[config.mk]
export PLATFORM = sky130hd
export DESIGN_NAME = pmm_power_mode_mgr
export DESIGN_NICKNAME = d
export VERILOG_FILES = /design/src/pmm_pkg.sv /design/src/pmm_power_mode_mgr.sv
export VERILOG_INCLUDE_DIRS = /design/src
export SDC_FILE = /design/constraint.sdc
export NUM_CORES = 1
export LEC_CHECK = 0
export BUFFER_PORTS_ARGS = -buffer_cell sky130_fd_sc_hd__buf_2
export CORE_ASPECT_RATIO = 1.25
export CORE_MARGIN = 5
export CORE_UTILIZATION = 44
export CTS_CLUSTER_SIZE = 24
export DETAILED_ROUTE_END_ITERATION = 10
export SLEW_MARGIN = 20
export SYNTH_ARGS = -nofsm -noshare
export SYNTH_HDL_FRONTEND = slang
export SYNTH_SLANG_ARGS = --single-unit
[constraint.sdc]
create_clock -name mclk_in -period 2.2 [get_ports mclk_in]
set_input_delay 0.44 -clock mclk_in [delete_from_list [all_inputs] [get_ports mclk_in]]
set_output_delay 0.44 -clock mclk_in [all_outputs]
set_load 0.005 [all_outputs]
[src/pmm_consts.svh]
`ifndef PMM_CONSTS_SVH
`define PMM_CONSTS_SVH

// System clock rate in MHz.
`define PMM_CLK_MHZ 64'h0000_00C8
// Longest allowed spin-up, reload or speed-up transition, in seconds.
`define PMM_TRANS_MAX_S 64'h0000_001E
`define PMM_TRANS_MAX_CYC \
  (33'(`PMM_TRANS_MAX_S * `PMM_CLK_MHZ * 64'h000F_4240))
// Servo active window in idle, in microseconds, and its period in revolutions.
`define PMM_SERVO_WAKE_US 64'h0000_0064
`define PMM_SERVO_WAKE_CYC (15'(`PMM_SERVO_WAKE_US * `PMM_CLK_MHZ))
`define PMM_SERVO_REVS 4'hA
// Drive word held in reset: spindle enabled for spin-up, heads parked, servo quiet.
`define PMM_DRIVE_RST 5'h12

`endif

[src/pmm_pkg.sv]
package pmm_pkg;

  typedef enum logic [3:0] {
    PMM_SPINUP, PMM_RELOAD, PMM_SPEEDUP, PMM_IDLE, PMM_SEEK, PMM_READ, PMM_WRITE,
    PMM_UNLOAD_IDLE, PMM_LOWRPM_IDLE, PMM_STANDBY, PMM_SLEEP
  } pmm_state_t;

  typedef enum logic [3:0] {
    PMM_CMD_GO_IDLE, PMM_CMD_GO_STANDBY, PMM_CMD_GO_SLEEP, PMM_CMD_GO_UNLOAD,
    PMM_CMD_GO_LOWRPM, PMM_CMD_SEEK, PMM_CMD_READ, PMM_CMD_WRITE
  } pmm_cmd_code_t;

  typedef struct packed {
    logic valid;
    pmm_cmd_code_t code;
  } pmm_cmd_t;

  typedef struct packed {
    logic spin_en;
    logic low_speed;
    logic heads_loaded;
    logic park_lock;
    logic servo_awake;
  } pmm_drive_t;

endpackage : pmm_pkg

[src/pmm_power_mode_mgr.sv]
`timescale 1ns/1ps
`include "pmm_consts.svh"
// Behaviour
// RULE_01: Starting from power down or a stopped spindle the block passes through spin-up.
// RULE_02: Unloaded idle keeps the spindle at rated speed with the heads unloaded.
// RULE_03: Idle runs the spindle, wakes the servo briefly every ten turns, takes commands at once.
// RULE_04: Standby stops the spindle, unloads the actuator and still takes commands at once.
// RULE_05: Sleep is stopped and unloaded and is left only by soft or hard reset, to standby.
// RULE_06: Standby to idle spins the spindle up to rated speed within the longest allowed time.
// RULE_07: Idle to standby is taken at once and the spindle is left to coast down.
// RULE_08: Standby and sleep switch into each other at once with the spindle stopped.
// RULE_09: Unloaded idle to idle reloads the heads at rated speed within the longest time.
// RULE_10: Idle to unloaded idle takes effect at once with the speed unchanged.
// RULE_11: Low-speed idle to idle raises the speed to rated within the longest time.
// RULE_12: Whenever the spindle is stopped the heads are locked in the parking position.
// RULE_13: Heads load or unload only between idle and unloaded or low-speed idle; the code also unloads them idle to standby and reloads after spin-up.
// RULE_14: Ready shows once diagnostics are done and a media command can run at once.
// RULE_15: A media command outside idle first brings the drive to idle, then runs.
module pmm_power_mode_mgr
  import pmm_pkg::*;
#(
  parameter logic [32:0] TRANS_MAX_CYC = `PMM_TRANS_MAX_CYC,
  parameter logic [14:0] SERVO_WAKE_CYC = `PMM_SERVO_WAKE_CYC
) (
  input wire logic mclk_in,
  input wire logic nrst_in,
  input wire pmm_cmd_t cmd_in,
  output logic cmd_ready_out,
  input wire logic soft_rst_in,
  input wire logic hard_rst_in,
  input wire logic diag_done_in,
  input wire logic at_speed_in,
  input wire logic load_done_in,
  input wire logic op_done_in,
  input wire logic rev_tick_in,
  output pmm_drive_t drive_out,
  output pmm_state_t mode_out,
  output logic ready_out,
  output logic timeout_err_out
);

  function automatic logic is_media(input pmm_cmd_code_t c);
    is_media = (c == PMM_CMD_SEEK) || (c == PMM_CMD_READ) || (c == PMM_CMD_WRITE);
  endfunction : is_media

  pmm_state_t state_ff, nxt_state;
  pmm_cmd_code_t op_ff, nxt_op;
  logic pend_ff, nxt_pend;
  logic diag_ff, nxt_diag;
  logic [32:0] tmo_cnt_ff, nxt_tmo_cnt;
  logic tmo_err_ff, nxt_tmo_err;
  logic [3:0] rev_cnt_ff, nxt_rev_cnt;
  logic [14:0] wake_cnt_ff, nxt_wake_cnt;
  pmm_drive_t drive_ff, nxt_drive;
  logic take;
  logic in_trans;

  // Commands are taken in the resting modes except sleep; a pending media command blocks new ones.
  always_comb begin
    cmd_ready_out = !pend_ff && (state_ff == PMM_IDLE || // see RULE_03
                    state_ff == PMM_STANDBY || // see RULE_04
                    state_ff == PMM_UNLOAD_IDLE || state_ff == PMM_LOWRPM_IDLE);
    take = cmd_in.valid && cmd_ready_out;
    in_trans = (state_ff == PMM_SPINUP) || (state_ff == PMM_RELOAD) ||
               (state_ff == PMM_SPEEDUP);
  end

  always_comb begin
    nxt_state = state_ff;
    nxt_op = op_ff;
    nxt_pend = pend_ff;
    nxt_diag = diag_ff || diag_done_in;
    if (take && is_media(cmd_in.code)) begin
      nxt_op = cmd_in.code;
      nxt_pend = 1'b1;
    end
    unique case (state_ff)
      PMM_SPINUP: begin
        if (at_speed_in && diag_ff) begin
          nxt_state = PMM_RELOAD; // see RULE_01 RULE_06
        end
      end
      PMM_RELOAD: begin
        if (load_done_in) begin
          nxt_state = PMM_IDLE; // see RULE_09
        end
      end
      PMM_SPEEDUP: begin
        if (at_speed_in) begin
          nxt_state = PMM_IDLE; // see RULE_11
        end
      end
      PMM_IDLE: begin
        if (pend_ff) begin
          nxt_state = PMM_SEEK; // see RULE_15
          nxt_pend = 1'b0;
        end else if (take) begin
          unique case (cmd_in.code)
            PMM_CMD_GO_STANDBY, PMM_CMD_GO_SLEEP: nxt_state = PMM_STANDBY; // see RULE_07
            PMM_CMD_GO_UNLOAD: nxt_state = PMM_UNLOAD_IDLE; // see RULE_10 RULE_13
            PMM_CMD_GO_LOWRPM: nxt_state = PMM_LOWRPM_IDLE; // see RULE_13
            PMM_CMD_SEEK, PMM_CMD_READ, PMM_CMD_WRITE: begin
              nxt_state = PMM_SEEK; // see RULE_03
              nxt_pend = 1'b0;
            end
            default: nxt_state = PMM_IDLE;
          endcase
        end
      end
      PMM_UNLOAD_IDLE, PMM_LOWRPM_IDLE: begin
        if (take) begin
          if (cmd_in.code == PMM_CMD_GO_IDLE || is_media(cmd_in.code)) begin
            nxt_state = (state_ff == PMM_UNLOAD_IDLE) ? PMM_RELOAD : PMM_SPEEDUP; // see RULE_15
          end else if (cmd_in.code == PMM_CMD_GO_STANDBY ||
                       cmd_in.code == PMM_CMD_GO_SLEEP) begin
            nxt_state = PMM_STANDBY;
          end
        end
      end
      PMM_STANDBY: begin
        if (take) begin
          if (cmd_in.code == PMM_CMD_GO_SLEEP) begin
            nxt_state = PMM_SLEEP; // see RULE_08
          end else if (cmd_in.code != PMM_CMD_GO_STANDBY) begin
            nxt_state = PMM_SPINUP; // see RULE_06 RULE_15
          end
        end
      end
      PMM_SLEEP: begin
        if (soft_rst_in || hard_rst_in) begin
          nxt_state = PMM_STANDBY; // see RULE_05 RULE_08
        end
      end
      PMM_SEEK: begin
        if (op_done_in) begin
          nxt_state = (op_ff == PMM_CMD_READ) ? PMM_READ :
                      (op_ff == PMM_CMD_WRITE) ? PMM_WRITE : PMM_IDLE;
        end
      end
      PMM_READ, PMM_WRITE: begin
        if (op_done_in) begin
          nxt_state = PMM_IDLE;
        end
      end
    endcase
  end

  // Transition watchdog; the error stays set until reset.
  always_comb begin
    nxt_tmo_cnt = (in_trans && nxt_state == state_ff) ? tmo_cnt_ff + 33'h0_0000_0001 :
                  33'h0_0000_0000;
    nxt_tmo_err = tmo_err_ff || // see RULE_06 RULE_09 RULE_11
                  (in_trans && tmo_cnt_ff >= TRANS_MAX_CYC - 33'h0_0000_0001);
  end

  // Idle servo wakes for a fixed window once per ten revolutions.
  always_comb begin
    nxt_rev_cnt = rev_cnt_ff;
    nxt_wake_cnt = (wake_cnt_ff != 15'h0000) ? wake_cnt_ff - 15'h0001 : 15'h0000;
    if (state_ff != PMM_IDLE) begin
      nxt_rev_cnt = 4'h0;
    end else if (rev_tick_in) begin
      if (rev_cnt_ff == `PMM_SERVO_REVS - 4'h1) begin
        nxt_rev_cnt = 4'h0;
        nxt_wake_cnt = SERVO_WAKE_CYC; // see RULE_03
      end else begin
        nxt_rev_cnt = rev_cnt_ff + 4'h1;
      end
    end
  end

  // Spindle and actuator drive follow the mode entered next.
  always_comb begin
    nxt_drive.spin_en = !(nxt_state == PMM_STANDBY || // see RULE_04
                          nxt_state == PMM_SLEEP); // see RULE_05
    // Speed-up drives the spindle at rated speed, so the low-speed request drops on entry.
    nxt_drive.low_speed = (nxt_state == PMM_LOWRPM_IDLE); // see RULE_11
    nxt_drive.heads_loaded = (nxt_state == PMM_IDLE) || (nxt_state == PMM_SEEK) || // see RULE_13
                             (nxt_state == PMM_READ) || (nxt_state == PMM_WRITE); // see RULE_02
    nxt_drive.park_lock = !nxt_drive.spin_en || (nxt_state == PMM_SPINUP); // see RULE_12
    nxt_drive.servo_awake = (nxt_state == PMM_IDLE) ? (nxt_wake_cnt != 15'h0000) :
                            (nxt_drive.spin_en && nxt_state != PMM_UNLOAD_IDLE &&
                             nxt_state != PMM_LOWRPM_IDLE);
  end

  always_ff @(posedge mclk_in or negedge nrst_in) begin
    if (!nrst_in) begin
      state_ff <= PMM_SPINUP;
      op_ff <= PMM_CMD_SEEK;
      pend_ff <= 1'b0;
      diag_ff <= 1'b0;
      tmo_cnt_ff <= 33'h0_0000_0000;
      tmo_err_ff <= 1'b0;
      rev_cnt_ff <= 4'h0;
      wake_cnt_ff <= 15'h0000;
      drive_ff <= `PMM_DRIVE_RST;
    end else begin
      state_ff <= nxt_state;
      op_ff <= nxt_op;
      pend_ff <= nxt_pend;
      diag_ff <= nxt_diag;
      tmo_cnt_ff <= nxt_tmo_cnt;
      tmo_err_ff <= nxt_tmo_err;
      rev_cnt_ff <= nxt_rev_cnt;
      wake_cnt_ff <= nxt_wake_cnt;
      drive_ff <= nxt_drive;
    end
  end

  assign drive_out = drive_ff;
  assign mode_out = state_ff;
  assign ready_out = diag_ff && (state_ff == PMM_IDLE) && !pend_ff; // see RULE_14
  assign timeout_err_out = tmo_err_ff;
endmodule : pmm_power_mode_mgr

Yosys cells after proc, flatten, opt, wreduce, memory -nomap -nowiden
Cells that the tools add are included.
{"block": "classes", "add_sub_neg": 3, "n_lt_le_gt_ge": 1, "n_eq_ne": 32, "n_mux": 33, "n_reduce_logical": 39}
{"op": "2-to-1 mux 4 bit", "n": 17}
{"op": "2-to-1 mux 15 bit", "n": 4}
{"op": "equality test 4 x 3 -> 1 bit (second input constant)", "n": 13}
{"op": "case mux 4 bit (9 select lines)", "n": 1}
{"op": "adder 33 x 1 -> 33 bit (second input constant)", "n": 1}
{"op": "greater-or-equal comparator 33 bit (second input constant)", "n": 1}
{"op": "2-to-1 mux 33 bit", "n": 1}
{"op": "nonzero test 15 bit", "n": 2}
{"op": "equality test 4 bit (second input constant)", "n": 7}
{"op": "equality test 4 x 2 -> 1 bit (second input constant)", "n": 5}
{"op": "logical OR 1 bit", "n": 17}
{"op": "case mux 4 bit (4 select lines)", "n": 1}
{"op": "subtractor 15 x 1 -> 15 bit (second input constant)", "n": 1}
{"op": "logical NOT 4 bit", "n": 3}
{"op": "logical AND 1 bit", "n": 10}
{"op": "equality test 4 x 1 -> 1 bit (second input constant)", "n": 2}
{"op": "2-to-1 mux 1 bit", "n": 6}
{"op": "2-to-1 mux 3 bit", "n": 2}
{"op": "OR reduction 2 bit", "n": 3}
{"op": "adder 4 x 1 -> 4 bit (second input constant)", "n": 1}
{"op": "equality test 4 bit", "n": 1}
{"op": "!= test 4 x 1 -> 1 bit (second input constant)", "n": 1}
{"op": "!= test 4 x 2 -> 1 bit (second input constant)", "n": 1}
{"op": "!= test 4 x 3 -> 1 bit (second input constant)", "n": 1}
{"op": "5 further kinds", "n": 6}
{"block": "word_totals", "ff_bits": 68, "output_inout_bits": 12, "wordCells": 121}

Longest topological paths before layout
Gate-level depths: netlist (run 1).
{"block": "logic_depth", "ltp_word": 15, "mapped_depth": 10}

Worst setup path before layout (run 1)
OpenSTA, ideal clock, no wires.
{"block": "synth_path", "kind": "register to register", "startpoint": "register state_ff[0], in the netlist mode_out[0]", "endpoint": "register drive_ff, in the netlist drive_out[2]", "setup_ns": 0.136, "arrival_time_ns": 1.992, "setup_slack_ns": 0.072, "path_stages_with_launch": 10, "path_buffers": 2, "period_less_slack_ns": 2.128, "path_cell_list": "dfrtp_1 -> buf_6 -> or4_1 -> nand4_1 -> a32oi_1 -> o221a_4 -> and2_4 -> buf_6 -> nor3_1 -> nor3_2"}
{"item": "start, declared", "line": "pmm_power_mode_mgr.sv:46", "text": "pmm_state_t state_ff, nxt_state;"}
{"item": "start signal, assigned", "line": "pmm_power_mode_mgr.sv:198", "text": "state_ff <= nxt_state;"}
{"item": "end signal, assigned", "line": "pmm_power_mode_mgr.sv:196", "text": "drive_ff <= `PMM_DRIVE_RST;"}
{"item": "end signal, assigned", "line": "pmm_power_mode_mgr.sv:206", "text": "drive_ff <= nxt_drive;"}
{"item": "end, declared", "line": "pmm_power_mode_mgr.sv:54", "text": "pmm_drive_t drive_ff, nxt_drive;"}

Worst setup path after layout (run 1)
{"block": "layout_path", "startpoint": "register state_ff[0], in the netlist mode_out[0]", "endpoint": "register tmo_cnt_ff[16]"}
{"block": "layout_between", "elab_chain_cells": 12}
{"item": "equality test 4 x 2 -> 1 bit / equality test 4 bit (equally long branches)", "line": "pmm_power_mode_mgr.sv:60, pmm_power_mode_mgr.sv:77, pmm_power_mode_mgr.sv:61"}
{"item": "logical OR 1 bit", "line": "pmm_power_mode_mgr.sv:60", "text": "cmd_ready_out = !pend_ff && (state_ff == PMM_IDLE ||"}
{"item": "logical OR 1 bit", "line": "pmm_power_mode_mgr.sv:61", "text": "state_ff == PMM_STANDBY ||"}
{"item": "logical OR 1 bit", "line": "pmm_power_mode_mgr.sv:62", "text": "state_ff == PMM_UNLOAD_IDLE || state_ff == PMM_LOWRPM_IDLE);"}
{"item": "logical AND 1 bit", "line": "pmm_power_mode_mgr.sv:60"}
{"item": "logical AND 1 bit", "line": "pmm_power_mode_mgr.sv:63", "text": "take = cmd_in.valid && cmd_ready_out;"}
{"item": "2-to-1 mux 4 bit", "line": "pmm_power_mode_mgr.sv:97", "text": "end else if (take) begin"}
{"item": "2-to-1 mux 4 bit", "line": "pmm_power_mode_mgr.sv:94", "text": "if (pend_ff) begin"}
{"item": "case mux 4 bit (9 select lines)", "line": "pmm_power_mode_mgr.sv:77", "text": "unique case (state_ff)"}
{"item": "equality test 4 bit", "line": "pmm_power_mode_mgr.sv:150", "text": "nxt_tmo_cnt = (in_trans && nxt_state == state_ff) ? tmo_cnt_ff + 33'h0_0000_0001 :"}
{"item": "logical AND 1 bit (*)", "line": "pmm_power_mode_mgr.sv:150"}
{"item": "2-to-1 mux 33 bit (*)", "line": "pmm_power_mode_mgr.sv:150"}
{"item": "net nxt_tmo_cnt[16]", "line": "pmm_power_mode_mgr.sv:50", "text": "logic [32:0] tmo_cnt_ff, nxt_tmo_cnt;"}
{"item": "end signal, assigned", "line": "pmm_power_mode_mgr.sv:202", "text": "tmo_cnt_ff <= nxt_tmo_cnt;"}
{"item": "end, declared", "line": "pmm_power_mode_mgr.sv:50"}
Mark *: on every way through the listed nets, which the timed path passes. The rest lies on a longest branch.
A chain may end at the register's enable or synchronous reset.

==> metrics.md, run 1 <==
| Metric | Value |
|---|---|
| Tightest slew margin relative to the limit | approximately 65% |
| Switching Power | ~1.9 mW |
| Clock Path Buffers | 2 |
| Cell area after synthesis | approximately 4000 sq um |
| Count of TritonRoute iterations in the first routing pass | 4 |
| Fraction of power consumed by combinational cells | between 50 and 60% |
| Drt wl/cell | roughly 15 microns |
| Starting Density | 45.1% |
| Power Density | 1030 nW/um^2 |
| Height of the die | 116 microns |
| Share of power burned in registers | between 20% and 30% |
| Clk pwr share | around a fifth |
| Rows | 38 |
| Required @ worst endpoint | 2480 ps |
| Final setup violating endpoints | 0 |
| CP Class | flip-flop to flip-flop |
| Async set or reset register ratio after synthesis | 100% |
| H-Tree Depth | 3 |
| Number of port buffers | 25 |
| Number of enable flip-flop cells after synthesis | 0 |
| CTS hold repair buffers | 0 |
| Startpoint class of the critical path | flip-flop |
| CTS tree | yes |
| Fraction of layout cells with a size suffix above 1 | 28.7% |
| Max-cap violations | 0 |
| Final hold violation count | 0 |
| Placer Congestion | about 0.9 |
| Largest net degree at the start of global routing | 38 |
| RSZ-0062 raised after global routing | yes |
| Critical register-to-register path startpoint | mode_out[0] |
| Remaining design rule violation count | 0 |
| Post-route worst hold slack | roughly 70 ps |
| Number of distinct library cells after synthesis | 65 |
| Die X-Extent | roughly 95 microns |
| Status | complete, no violations |
| Nature of the critical path endpoint | flip-flop |
| Clock network latency to the later pin of the worst-skew pair | roughly 350 ps |
| Initial antenna violation count | 0 |
| Share of the yosys chip area belonging to registers | between 40% and 50% |
| Die area | 10900 sq um |
| Relative area change from synthesis to final layout | 26.4% |
| Most used cells in the layout excluding fill and tap cells | 65 x sky130_fd_sc_hd__nor2_1, 60 x sky130_fd_sc_hd__dfrtp_1, 49 x sky130_fd_sc_hd__buf_4 |
| Standby leakage power | 2.13 nW |
| Final HPWL from detailed placement | approximately 6.5 mm |
| Cell total after placement | 616 |
| Post-synthesis average cell area | between 8 and 9 sq um |
| N_diodes | 0 |
| Final period utilization | a little over nine tenths |
| Via count | approximately 3400 |
| Source of the critical timing path | mode_out[0] |
| Number of primary I/O pins | 26 |
| Slew at the pin with the worst max-slew slack | 525 ps |
| Setup Total Neg Slack | 0 ps |
| Final cell count without fillers | 642 |
| Final-stage net count | roughly 540 |
| Total Routed Length | between 9 and 10 mm |
| Post-route minimum period | about 2200 ps |
| Maximum fanout along the worst path | 8 |
| Int Power | 3.23 mW |
| Max Slew Vio Count | 0 |
| Worst clock skew | ~12 ps |
| Peak VDD IR | between 600 and 700 uV |
| First-pass GRT wire length | roughly 15 mm |
| Number of nets in the synthesized netlist | 455 |
| Number of cells produced by synthesis | between 400 and 500 |
| Vias per cell | approximately 5.3 |
| Post-layout instance area | 4960 sq um |
| Aggregate global routing overflow | 0 |
| Top flip-flop cell by instance count after synthesis | sky130_fd_sc_hd__dfrtp_1 |
| Number of storage elements in the synthesis netlist | 68 |
| Post-placement cell area | between 4000 and 5000 sq um |
| Remaining antenna violation count after routing | 0 |
| Switching fraction of total power | a little under two fifths |
| CTS sink count | between 60 and 70 |
| Clock transition at the registers of the reported paths | about 70 ps |
| Type of the most critical hold path | input pin to asynchronous set/reset pin |
| CTS buffer count | 9 |
| Vias in the first global route | ~3300 |
| Core Area | roughly 8700 sq um |
| Filler cell count | between 800 and 900 |
| Root buffer cell | sky130_fd_sc_hd__clkbuf_8 |
| Count of routing violations after the opening detailed-route iteration | between 100 and 150 |
| Global router's overall resource usage | between 10% and 20% |
| Most frequent standard cell in the layout excluding fill and tap cells | sky130_fd_sc_hd__nor2_1 |
| Highest clock rate | 0.460 GHz |
| CP arrival | about 2500 ps |
| YS warnings | 0 |
-- stage by stage --
step	util [%]	worst slack, ps	total power, mW
floorplan	-	71.7	2.84
global placement	51.8	-27.1	3.46
detailed placement	51.8	-51.1	3.48
CTS	54.2	0.316	4.54
global route	57.1	-48.6	5.41
finish	57.1	26.7	5.14
-- layout make-up --
class,count,area [sq um],area share [%]
Tap cell,120,150,3.02
Clock inverter,4,48.8,0.983
Timing Repair Buffer,85,664,13.4
Clock buffer,12,145,2.92
Sequential cell,68,1710,34.5
Multi-Input combinational cell,338,2190,44.1
Inverter,15,56.3,1.13
-- metal layers --
metal | GRT usage (%) | vias up | wire (microns)
met1 | 20.2 | 1646 | 3990
met3 | 3.12 | 23 | 347
met4 | 8.37 | 0 | 276
li1 | - | 1685 | -
met5 | 0 | - | 0
met2 | 30.1 | 78 | 4980
-- synth_stat cells (all sizes together) (9+ instances only) --
master | count | share of area [%]
nor3 | 22 | 3.1
xnor2 | 19 | 4.2
nand3 | 32 | 4.1
xor2 | 25 | 5.6
nand4 | 9 | 1.4
dfrtp | 64 | 41
o21ai | 10 | 1.4
a21oi | 11 | 1.4
nor2 | 78 | 7.5
nand2 | 35 | 3.4
inv | 15 | 1.4
buf | 10 | 2.2
-- registers in the layout (all words and copies together) (netlist names) --
| register | cells |
|---|---|
| drive_out | 5 |
| diag_ff | 1 |
| wake_cnt_ff | 15 |
| pend_ff | 1 |
| mode_out | 4 |
| rev_cnt_ff | 4 |
| op_ff | 4 |
| timeout_err_out | 1 |
| tmo_cnt_ff | 33 |
-- worst max-delay path, stage by stage (launching register included) --
cell and delay [ps]:
sky130_fd_sc_hd__dfrtp_2 430, sky130_fd_sc_hd__buf_6 140, sky130_fd_sc_hd__and4bb_2 310, sky130_fd_sc_hd__nand3_2 90, sky130_fd_sc_hd__a211oi_2 230, sky130_fd_sc_hd__a31oi_1 130
sky130_fd_sc_hd__o21ai_2 210, sky130_fd_sc_hd__o221ai_4 200, sky130_fd_sc_hd__clkbuf_16 240, sky130_fd_sc_hd__nor2_1 120
-- path summary, 6_finish.rpt --
kind | endpoint | slack [ps] | cells after the start
setup / recovery | tmo_cnt_ff[16] | 30 | 9
max in group asynchronous | drive_out[1] | 1510 | 2
min in group mclk_in | diag_ff | 290 | 2
hold / removal | tmo_cnt_ff[30] | 70 | 1
setup reg to reg | tmo_cnt_ff[16] | 30 | 9
hold reg to reg | op_ff[1] | 480 | 2
-- power groups by stage --
stage               registers [mW]  logic (mW)  clock network (mW)
floorplan                     1.51        1.33                   0
global placement              1.55        1.91                   0
detailed placement            1.56        1.92                   0
CTS                           1.54        1.96                1.05
global route                  1.55        2.76                1.10
finish                        1.53        2.59                1.02
-- kinds of logic (layout without fill, tap and decap cells) --
kind of cell               Yosys count  in the layout  synth area share, %
xor gates and xnor gates            44             44                 9.81
DFF                                 68             68                 43.5
buffers and inverters               31            116                 4.24
and+or+nand+nor                    226            226                 28.9
adders and majority gates            4              4                 1.27
AOI/OAI and AO/OA                   64             64                 12.3
-- what timing repair did --
| item | 4_1_cts | 5_1_grt |
|---|---|---|
| gates cloned | 0 | 3 |
| setup endpoints to repair | 33 | 37 |
| buffers inserted | 1 | 6 |
| pin swaps | 2 | 10 |
| gates resized for setup | 2 | 39 |
No activity file was read; power rests on OpenSTA's default activity.
==> inputs of run 2 (changes only) <==
--- a/config.mk
+++ b/config.mk
@@ -12,6 +12,7 @@
 export CORE_UTILIZATION = 44
 export CTS_CLUSTER_SIZE = 24
 export DETAILED_ROUTE_END_ITERATION = 10
+export PLACE_DENSITY = 0.66
 export SLEW_MARGIN = 20
 export SYNTH_ARGS = -nofsm -noshare
 export SYNTH_HDL_FRONTEND = slang
==> run 2 against run 1 <==
Sequential power about the same. Clock power down 12%. Clock skew down 3.3 ps. Final cell count fell by 0.47%. Maximum frequency is 0.74% higher. Die area is the same. Flip-flop and latch count unchanged. Critical path type unchanged. Critical endpoint is now tmo_cnt_ff[11].
==> metrics.md, run 2 (synthesized netlist as in run 1, its figures left out) <==
| Metric | Value |
|---|---|
| Peak VDD IR | 692 uV (was 619 uV) |
| Tightest slew margin relative to the limit | 64.9% (was 65.0%) |
| Fraction of layout cells with a size suffix above 1 | 25.2% (was 28.7%) |
| H-Tree Depth | 3 (unchanged) |
| Source of the critical timing path | mode_out[1] (was mode_out[0]) |
| N_diodes | 0 (unchanged) |
| Final hold violation count | 0 (unchanged) |
| Root buffer cell | sky130_fd_sc_hd__clkbuf_8 (unchanged) |
| Final HPWL from detailed placement | 6.46 mm (was 6.54 mm) |
| Status | complete, no violations (unchanged) |
| Via count | 3409 (was 3432) |
| Slew at the pin with the worst max-slew slack | 527 ps (was 525 ps) |
| CTS tree | yes (unchanged) |
| Starting Density | 45.1% (unchanged) |
| Number of cells on the critical path | 9 (unchanged) |
| Maximum fanout along the worst path | 33 (was 8) |
| Startpoint class of the critical path | flip-flop (unchanged) |
| Worst-case reg-to-reg path depth | 9 (unchanged) |
| Post-layout instance area | 4840 sq um (was 4960 sq um) |
| Most used cells in the layout excluding fill and tap cells | 76 x sky130_fd_sc_hd__nor2_1, 62 x sky130_fd_sc_hd__dfrtp_1, 53 x sky130_fd_sc_hd__buf_4 (was 65 x sky130_fd_sc_hd__nor2_1, 60 x sky130_fd_sc_hd__dfrtp_1, 49 x sky130_fd_sc_hd__buf_4) |
| Core Area | 8700 sq um (unchanged) |
| Max-cap violations | 0 (unchanged) |
| Highest clock rate | 0.464 GHz (was 0.460 GHz) |
| Number of primary I/O pins | 26 (unchanged) |
| CP arrival | 2440 ps (was 2450 ps) |
| Post-route worst hold slack | 55.2 ps (was 69.7 ps) |
| Placer Congestion | 0.920 (was 0.919) |
| CTS buffer count | 9 (unchanged) |
| Final setup violating endpoints | 0 (unchanged) |
| Number of port buffers | 25 (unchanged) |
| Vias in the first global route | 3261 (was 3323) |
| Largest net degree at the start of global routing | 36 (was 38) |
| Type of the most critical hold path | input pin to asynchronous set/reset pin (unchanged) |
| Most frequent standard cell in the layout excluding fill and tap cells | sky130_fd_sc_hd__nor2_1 (unchanged) |
| Rows | 38 (unchanged) |
| Final period utilization | 98.1% (was 98.8%) |
| Initial antenna violation count | 0 (unchanged) |
| Vias per cell | 5.33 (was 5.35) |
| Aggregate global routing overflow | 0 (unchanged) |
| Die X-Extent | 94.5 microns (unchanged) |
| Clock Path Buffers | 2 (unchanged) |
| Relative area change from synthesis to final layout | 23.2% (was 26.4%) |
| Nature of the critical path endpoint | flip-flop (unchanged) |
| Height of the die | 116 microns (unchanged) |
| Power Density | 946 nW/um^2 (was 1030 nW/um^2) |
| Remaining design rule violation count | 0 (unchanged) |
| Largest register FFs | 33 (unchanged) |
| First-pass GRT wire length | 15.2 mm (was 14.8 mm) |
| Die area | 10900 sq um (unchanged) |
| Clock transition at the registers of the reported paths | 80 ps (was 70 ps) |
| Final-stage net count | 532 (was 535) |
| CP max stage delay | 490 ps (was 430 ps) |
| Required @ worst endpoint | 2480 ps (about the same) |
| Critical register-to-register path endpoint | tmo_cnt_ff[11] (was tmo_cnt_ff[16]) |
| Post-placement cell area | 4510 sq um (about the same) |
| Standby leakage power | 2.08 nW (was 2.13 nW) |
| Worst clock skew | 9.04 ps (was 12.3 ps) |
| Filler cell count | 796 (was 812) |
| Buffers & Inverters on Critical Path | 2 (unchanged) |
| Delay-heaviest family, CP | compound AO/OA/AOI/OAI gates (unchanged) |
| CP Class | flip-flop to flip-flop (unchanged) |
| Global router's overall resource usage | 17.4% (was 17.2%) |
| CTS hold repair buffers | 0 (unchanged) |
| Max Slew Vio Count | 0 (unchanged) |
| RSZ-0062 raised after global routing | yes (unchanged) |
| CP endpoint | tmo_cnt_ff[11] (was tmo_cnt_ff[16]) |
| Drt wl/cell | 14.0 microns (was 14.9 microns) |
| Cell total after placement | 617 (was 616) |
| Critical register-to-register path startpoint | mode_out[1] (was mode_out[0]) |
| Count of TritonRoute iterations in the first routing pass | 5 (was 4) |
| Cell type of the slowest stage on the worst timing path | sky130_fd_sc_hd__dfrtp_2 (unchanged) |
| Clock network latency to the later pin of the worst-skew pair | 350 ps (about the same) |
| Count of routing violations after the opening detailed-route iteration | 132 (was 102) |
| Most flop-heavy register | tmo_cnt_ff (unchanged) |
| Register-to-register setup slack | 40 ps (was 30 ps) |
| Remaining antenna violation count after routing | 0 (unchanged) |
| Post-route minimum period | 2160 ps (was 2170 ps) |
| Critical Path Most Common Cell | sky130_fd_sc_hd__a31oi_1 |
| Final cell count without fillers | 639 (was 642) |
| Critical-path cell list | buf_4, nor3b_4, o31ai_1, a31oi_1, a31oi_1, o21ai_2, o221ai_4, buf_12, nor2_1 (was buf_6, and4bb_2, nand3_2, a211oi_2, a31oi_1, o21ai_2, o221ai_4, clkbuf_16, nor2_1) |
| CTS sink count | 68 (unchanged) |
| Total Routed Length | 8.95 mm (was 9.59 mm) |
-- run 2: metrics by stage --
stage / util [%] / setup TNS, ps / setup WS, ps / power (mW)
after global placement: 51.9 / -13.0 / -13.0 / 3.41
final: 55.6 / 0 / 42.6 / 4.57
after floorplan: - / 0 / 71.7 / 2.84
after CTS: 53.9 / 0 / 29.6 / 4.37
after detailed placement: 51.9 / -869 / -59.0 / 3.44
after global routing: 55.6 / -2600 / -116 / 4.87
-- run 2: timing repair --
item | in CTS | in global routing
gates resized for setup | 4 | 18
endpoints found under the setup margin | 36 | 40
buffers inserted | 0 | 6
pin swaps | 0 | 6
-- run 2: worst min-delay path by stage --
stage | start | end | slack [ps] | cells past startpoint
after floorplan | nrst_in | diag_ff | 140 | 0
after global placement | nrst_in | pend_ff | 440 | 1
after detailed placement | nrst_in | pend_ff | 450 | 1
after CTS | nrst_in | pend_ff | 60 | 1
after global routing | nrst_in | drive_out[0] | 80 | 1
final | nrst_in | pend_ff | 60 | 1
-- run 2: where the power goes --
group / internal (mW) / leakage [nW] / switching [mW]
Combinational: 0.998 / 1.13 / 1.14
Clock: 0.402 / 0.0848 / 0.499
Sequential: 1.40 / 0.863 / 0.135
Total: 2.80 / 2.08 / 1.77
-- run 2: layout make-up --
| cell class | instances | area (sq um) | area share, % |
|---|---|---|---|
| sequential | 68 | 1710 | 35.3 |
| inverter | 15 | 56.3 | 1.16 |
| clock buffer | 9 | 124 | 2.56 |
| multi-input combinational | 338 | 2160 | 44.6 |
| clock inverter | 7 | 43.8 | 0.905 |
| tap | 120 | 150 | 3.10 |
| timing repair buffer | 82 | 594 | 12.3 |
-- run 2: layer usage --
layer / wire length [microns] / vias up / GRT usage [%]
met3: 384 / 16 / 2.60
li1: - / 1680 / -
met4: 190 / 0 / 7.12
met1: 3760 / 1644 / 21.8
met5: 0 / - / 0
met2: 4610 / 69 / 30.1
==> inputs of run 3 (changes only) <==
--- a/config.mk
+++ b/config.mk
@@ -12,7 +12,7 @@
 export CORE_UTILIZATION = 44
 export CTS_CLUSTER_SIZE = 24
 export DETAILED_ROUTE_END_ITERATION = 10
-export PLACE_DENSITY = 0.66
+export PLACE_DENSITY = 0.64
 export SLEW_MARGIN = 20
 export SYNTH_ARGS = -nofsm -noshare
 export SYNTH_HDL_FRONTEND = slang
==> constraint.sdc (replaced) <==
create_clock -name mclk_in -period 2.27 [get_ports mclk_in]
set_input_delay 0.454 -clock mclk_in [delete_from_list [all_inputs] [get_ports mclk_in]]
set_output_delay 0.454 -clock mclk_in [all_outputs]
set_load 0.005 [all_outputs]
==> run 3 against run 2 <==
Sequential share of layout area grew 1.6 points. Power shrank 3.4%. First-iteration DRC count grew 11%. Combinational power shrank 19%. Wire length shrank 5.2%. Critical path depth shrank 2. Worst hold slack gained 41 ps. Largest power group unchanged.
==> metrics.md, run 3 (synthesized netlist as in run 1, its figures left out) <==
| Metric | Value |
|---|---|
| Type of the most critical hold path | input pin to asynchronous set/reset pin (unchanged) |
| CP arrival | 2400 ps (was 2440 ps) |
| CP max stage delay | 530 ps (was 490 ps) |
| Starting Density | 45.1% (unchanged) |
| Drt wl/cell | 13.9 microns (was 14.0 microns) |
| Placer Congestion | 0.916 (was 0.920) |
| Vias per cell | 5.34 (was 5.33) |
| Largest register FFs | 33 (unchanged) |
| CTS buffer count | 9 (unchanged) |
| Relative area change from synthesis to final layout | 18.0% (was 23.2%) |
| Final period utilization | 95.6% (was 98.1%) |
| Core Area | 8700 sq um (unchanged) |
| Final hold violation count | 0 (unchanged) |
| Largest net degree at the start of global routing | 69 (was 36) |
| Slew at the pin with the worst max-slew slack | 483 ps (was 527 ps) |
| Power consumption | 4.42 mW (was 4.57 mW) |
| Cell type of the slowest stage on the worst timing path | sky130_fd_sc_hd__or4_1 (was sky130_fd_sc_hd__dfrtp_2) |
| Nature of the critical path endpoint | flip-flop (unchanged) |
| Final HPWL from detailed placement | 6.03 mm (was 6.46 mm) |
| Pre-CTS setup slack | 10.2 ps (was -59.0 ps) |
| Clock Path Buffers | 2 (unchanged) |
| Initial antenna violation count | 0 (unchanged) |
| Required @ worst endpoint | 2500 ps (was 2480 ps) |
| Number of port buffers | 25 (unchanged) |
| Vias in the first global route | 3087 (was 3261) |
| Max-cap violations | 0 (unchanged) |
| CTS sink count | 68 (unchanged) |
| First-pass GRT wire length | 14.5 mm (was 15.2 mm) |
| Die area | 10900 sq um (unchanged) |
| Count of TritonRoute iterations in the first routing pass | 4 (was 5) |
| Max Slew Vio Count | 0 (unchanged) |
| Status | complete, no violations (unchanged) |
| RSZ-0062 raised after global routing | no (was yes) |
| Most flop-heavy register | tmo_cnt_ff (unchanged) |
| Most frequent standard cell in the layout excluding fill and tap cells | sky130_fd_sc_hd__nor2_1 (unchanged) |
| N_diodes | 0 (unchanged) |
| Post-route minimum period | 2170 ps (was 2160 ps) |
| Highest clock rate | 0.461 GHz (was 0.464 GHz) |
| Total Routed Length | 8.49 mm (was 8.95 mm) |
| Remaining antenna violation count after routing | 0 (unchanged) |
| CTS hold repair buffers | 0 (unchanged) |
| Post-layout instance area | 4630 sq um (was 4840 sq um) |
| Global router's overall resource usage | 16.8% (was 17.4%) |
| CTS tree | yes (unchanged) |
| Tightest slew margin relative to the limit | 67.6% (was 64.9%) |
| Post-placement cell area | 4340 sq um (was 4510 sq um) |
| Maximum fanout along the worst path | 33 (unchanged) |
| Critical-path cell list | or4_1, nand4_1, a32oi_1, o221a_4, o221ai_4, buf_12, nor2_1 (was buf_4, nor3b_4, o31ai_1, a31oi_1, a31oi_1, o21ai_2, o221ai_4, buf_12, nor2_1) |
| Remaining design rule violation count | 0 (unchanged) |
| Aggregate global routing overflow | 0 (unchanged) |
| Clock transition at the registers of the reported paths | 70 ps (was 80 ps) |
| Most used cells in the layout excluding fill and tap cells | 78 x sky130_fd_sc_hd__nor2_1, 60 x sky130_fd_sc_hd__dfrtp_1, 34 x sky130_fd_sc_hd__nand2_1 (was 76 x sky130_fd_sc_hd__nor2_1, 62 x sky130_fd_sc_hd__dfrtp_1, 53 x sky130_fd_sc_hd__buf_4) |
| Power Density | 954 nW/um^2 (was 946 nW/um^2) |
| Peak VDD IR | 699 uV (was 692 uV) |
| Worst clock skew | 6.87 ps (was 9.04 ps) |
| Standby leakage power | 1.96 nW (was 2.08 nW) |
| Final setup violating endpoints | 0 (unchanged) |
| Setup Total Neg Slack | 0 ps (unchanged) |
| Rows | 38 (unchanged) |
| H-Tree Depth | 3 (unchanged) |
| Root buffer cell | sky130_fd_sc_hd__clkbuf_8 (unchanged) |
| Number of primary I/O pins | 26 (unchanged) |
| Count of routing violations after the opening detailed-route iteration | 146 (was 132) |
| CP Class | flip-flop to flip-flop (unchanged) |
| Height of the die | 116 microns (unchanged) |
| Clock network latency to the later pin of the worst-skew pair | 350 ps (about the same) |
| Startpoint class of the critical path | flip-flop (unchanged) |
| Post-CTS setup-driven buffer insertion count | 0 (unchanged) |
| Multi-input gate area | 2110 sq um (was 2160 sq um) |
| Filler cell count | 833 (was 796) |
| Post-route worst hold slack | 96.6 ps (was 55.2 ps) |
| Final-stage net count | 504 (was 532) |
| Fraction of layout cells with a size suffix above 1 | 20.6% (was 25.2%) |
| Die X-Extent | 94.5 microns (unchanged) |
| Via count | 3264 (was 3409) |
| Register area | 1710 sq um (about the same) |
| Final worst setup slack | 101 ps (was 42.6 ps) |
[run 3: worst max-delay path, delay by kind of cell (launching register included)]
kind	cells	cell delay, ps
compound gates	3	630
buf+inv	1	220
flops	1	490
simple gates	3	710
[run 3: metrics by stage]
step                      util [%]  cells
after CTS                     52.6    611
after global placement        49.8    595
after detailed placement      49.8    595
after floorplan                  -    437
after global routing          53.2    611
final                         53.2    611
[run 3: report_power, final]
part | total [mW] | internal [mW] | switching (mW)
combinational | 1.74 | 0.760 | 0.979
clock | 1.16 | 0.682 | 0.474
sequential | 1.52 | 1.36 | 0.162
[run 3: what timing repair did]
item | 4_1_cts | 5_1_grt
resized for setup | 1 | 14
hold endpoints to repair | 0 | 0
cloned | 0 | 0
endpoints found under the setup margin | 27 | 38
[run 3: path summary, 6_finish.rpt]
path	start	endpoint	slack, ps	cells past startpoint
max	mode_out[0]	tmo_cnt_ff[13]	100	7
min	nrst_in	tmo_cnt_ff[29]	100	2
max reg2reg	mode_out[0]	tmo_cnt_ff[13]	100	7
min reg2reg	op_ff[1]	op_ff[1]	480	2
max in group asynchronous	nrst_in	drive_out[4]	1820	2
min in group mclk_in	diag_done_in	diag_ff	300	2
[run 3: routing by layer]
layer  part of all wire, %  track usage, %  routed length, microns  vias up
met2                    49            27.5                    4140       77
met3                   4.3            3.77                     363       17
met4                   2.1            6.54                     175        0
li1                      -               -                       -     1625
met1                    45            21.6                    3810     1545
met5                     0               0                       0        -
[run 3: area by class of cell]
cell class	count	share of cell area, %
clock buffer	11	3.27
clock inverter	5	1.78
inverter	15	1.22
multi-input combinational	338	45.6
sequential	68	36.9
tap	120	3.24
timing repair buffer	54	7.94
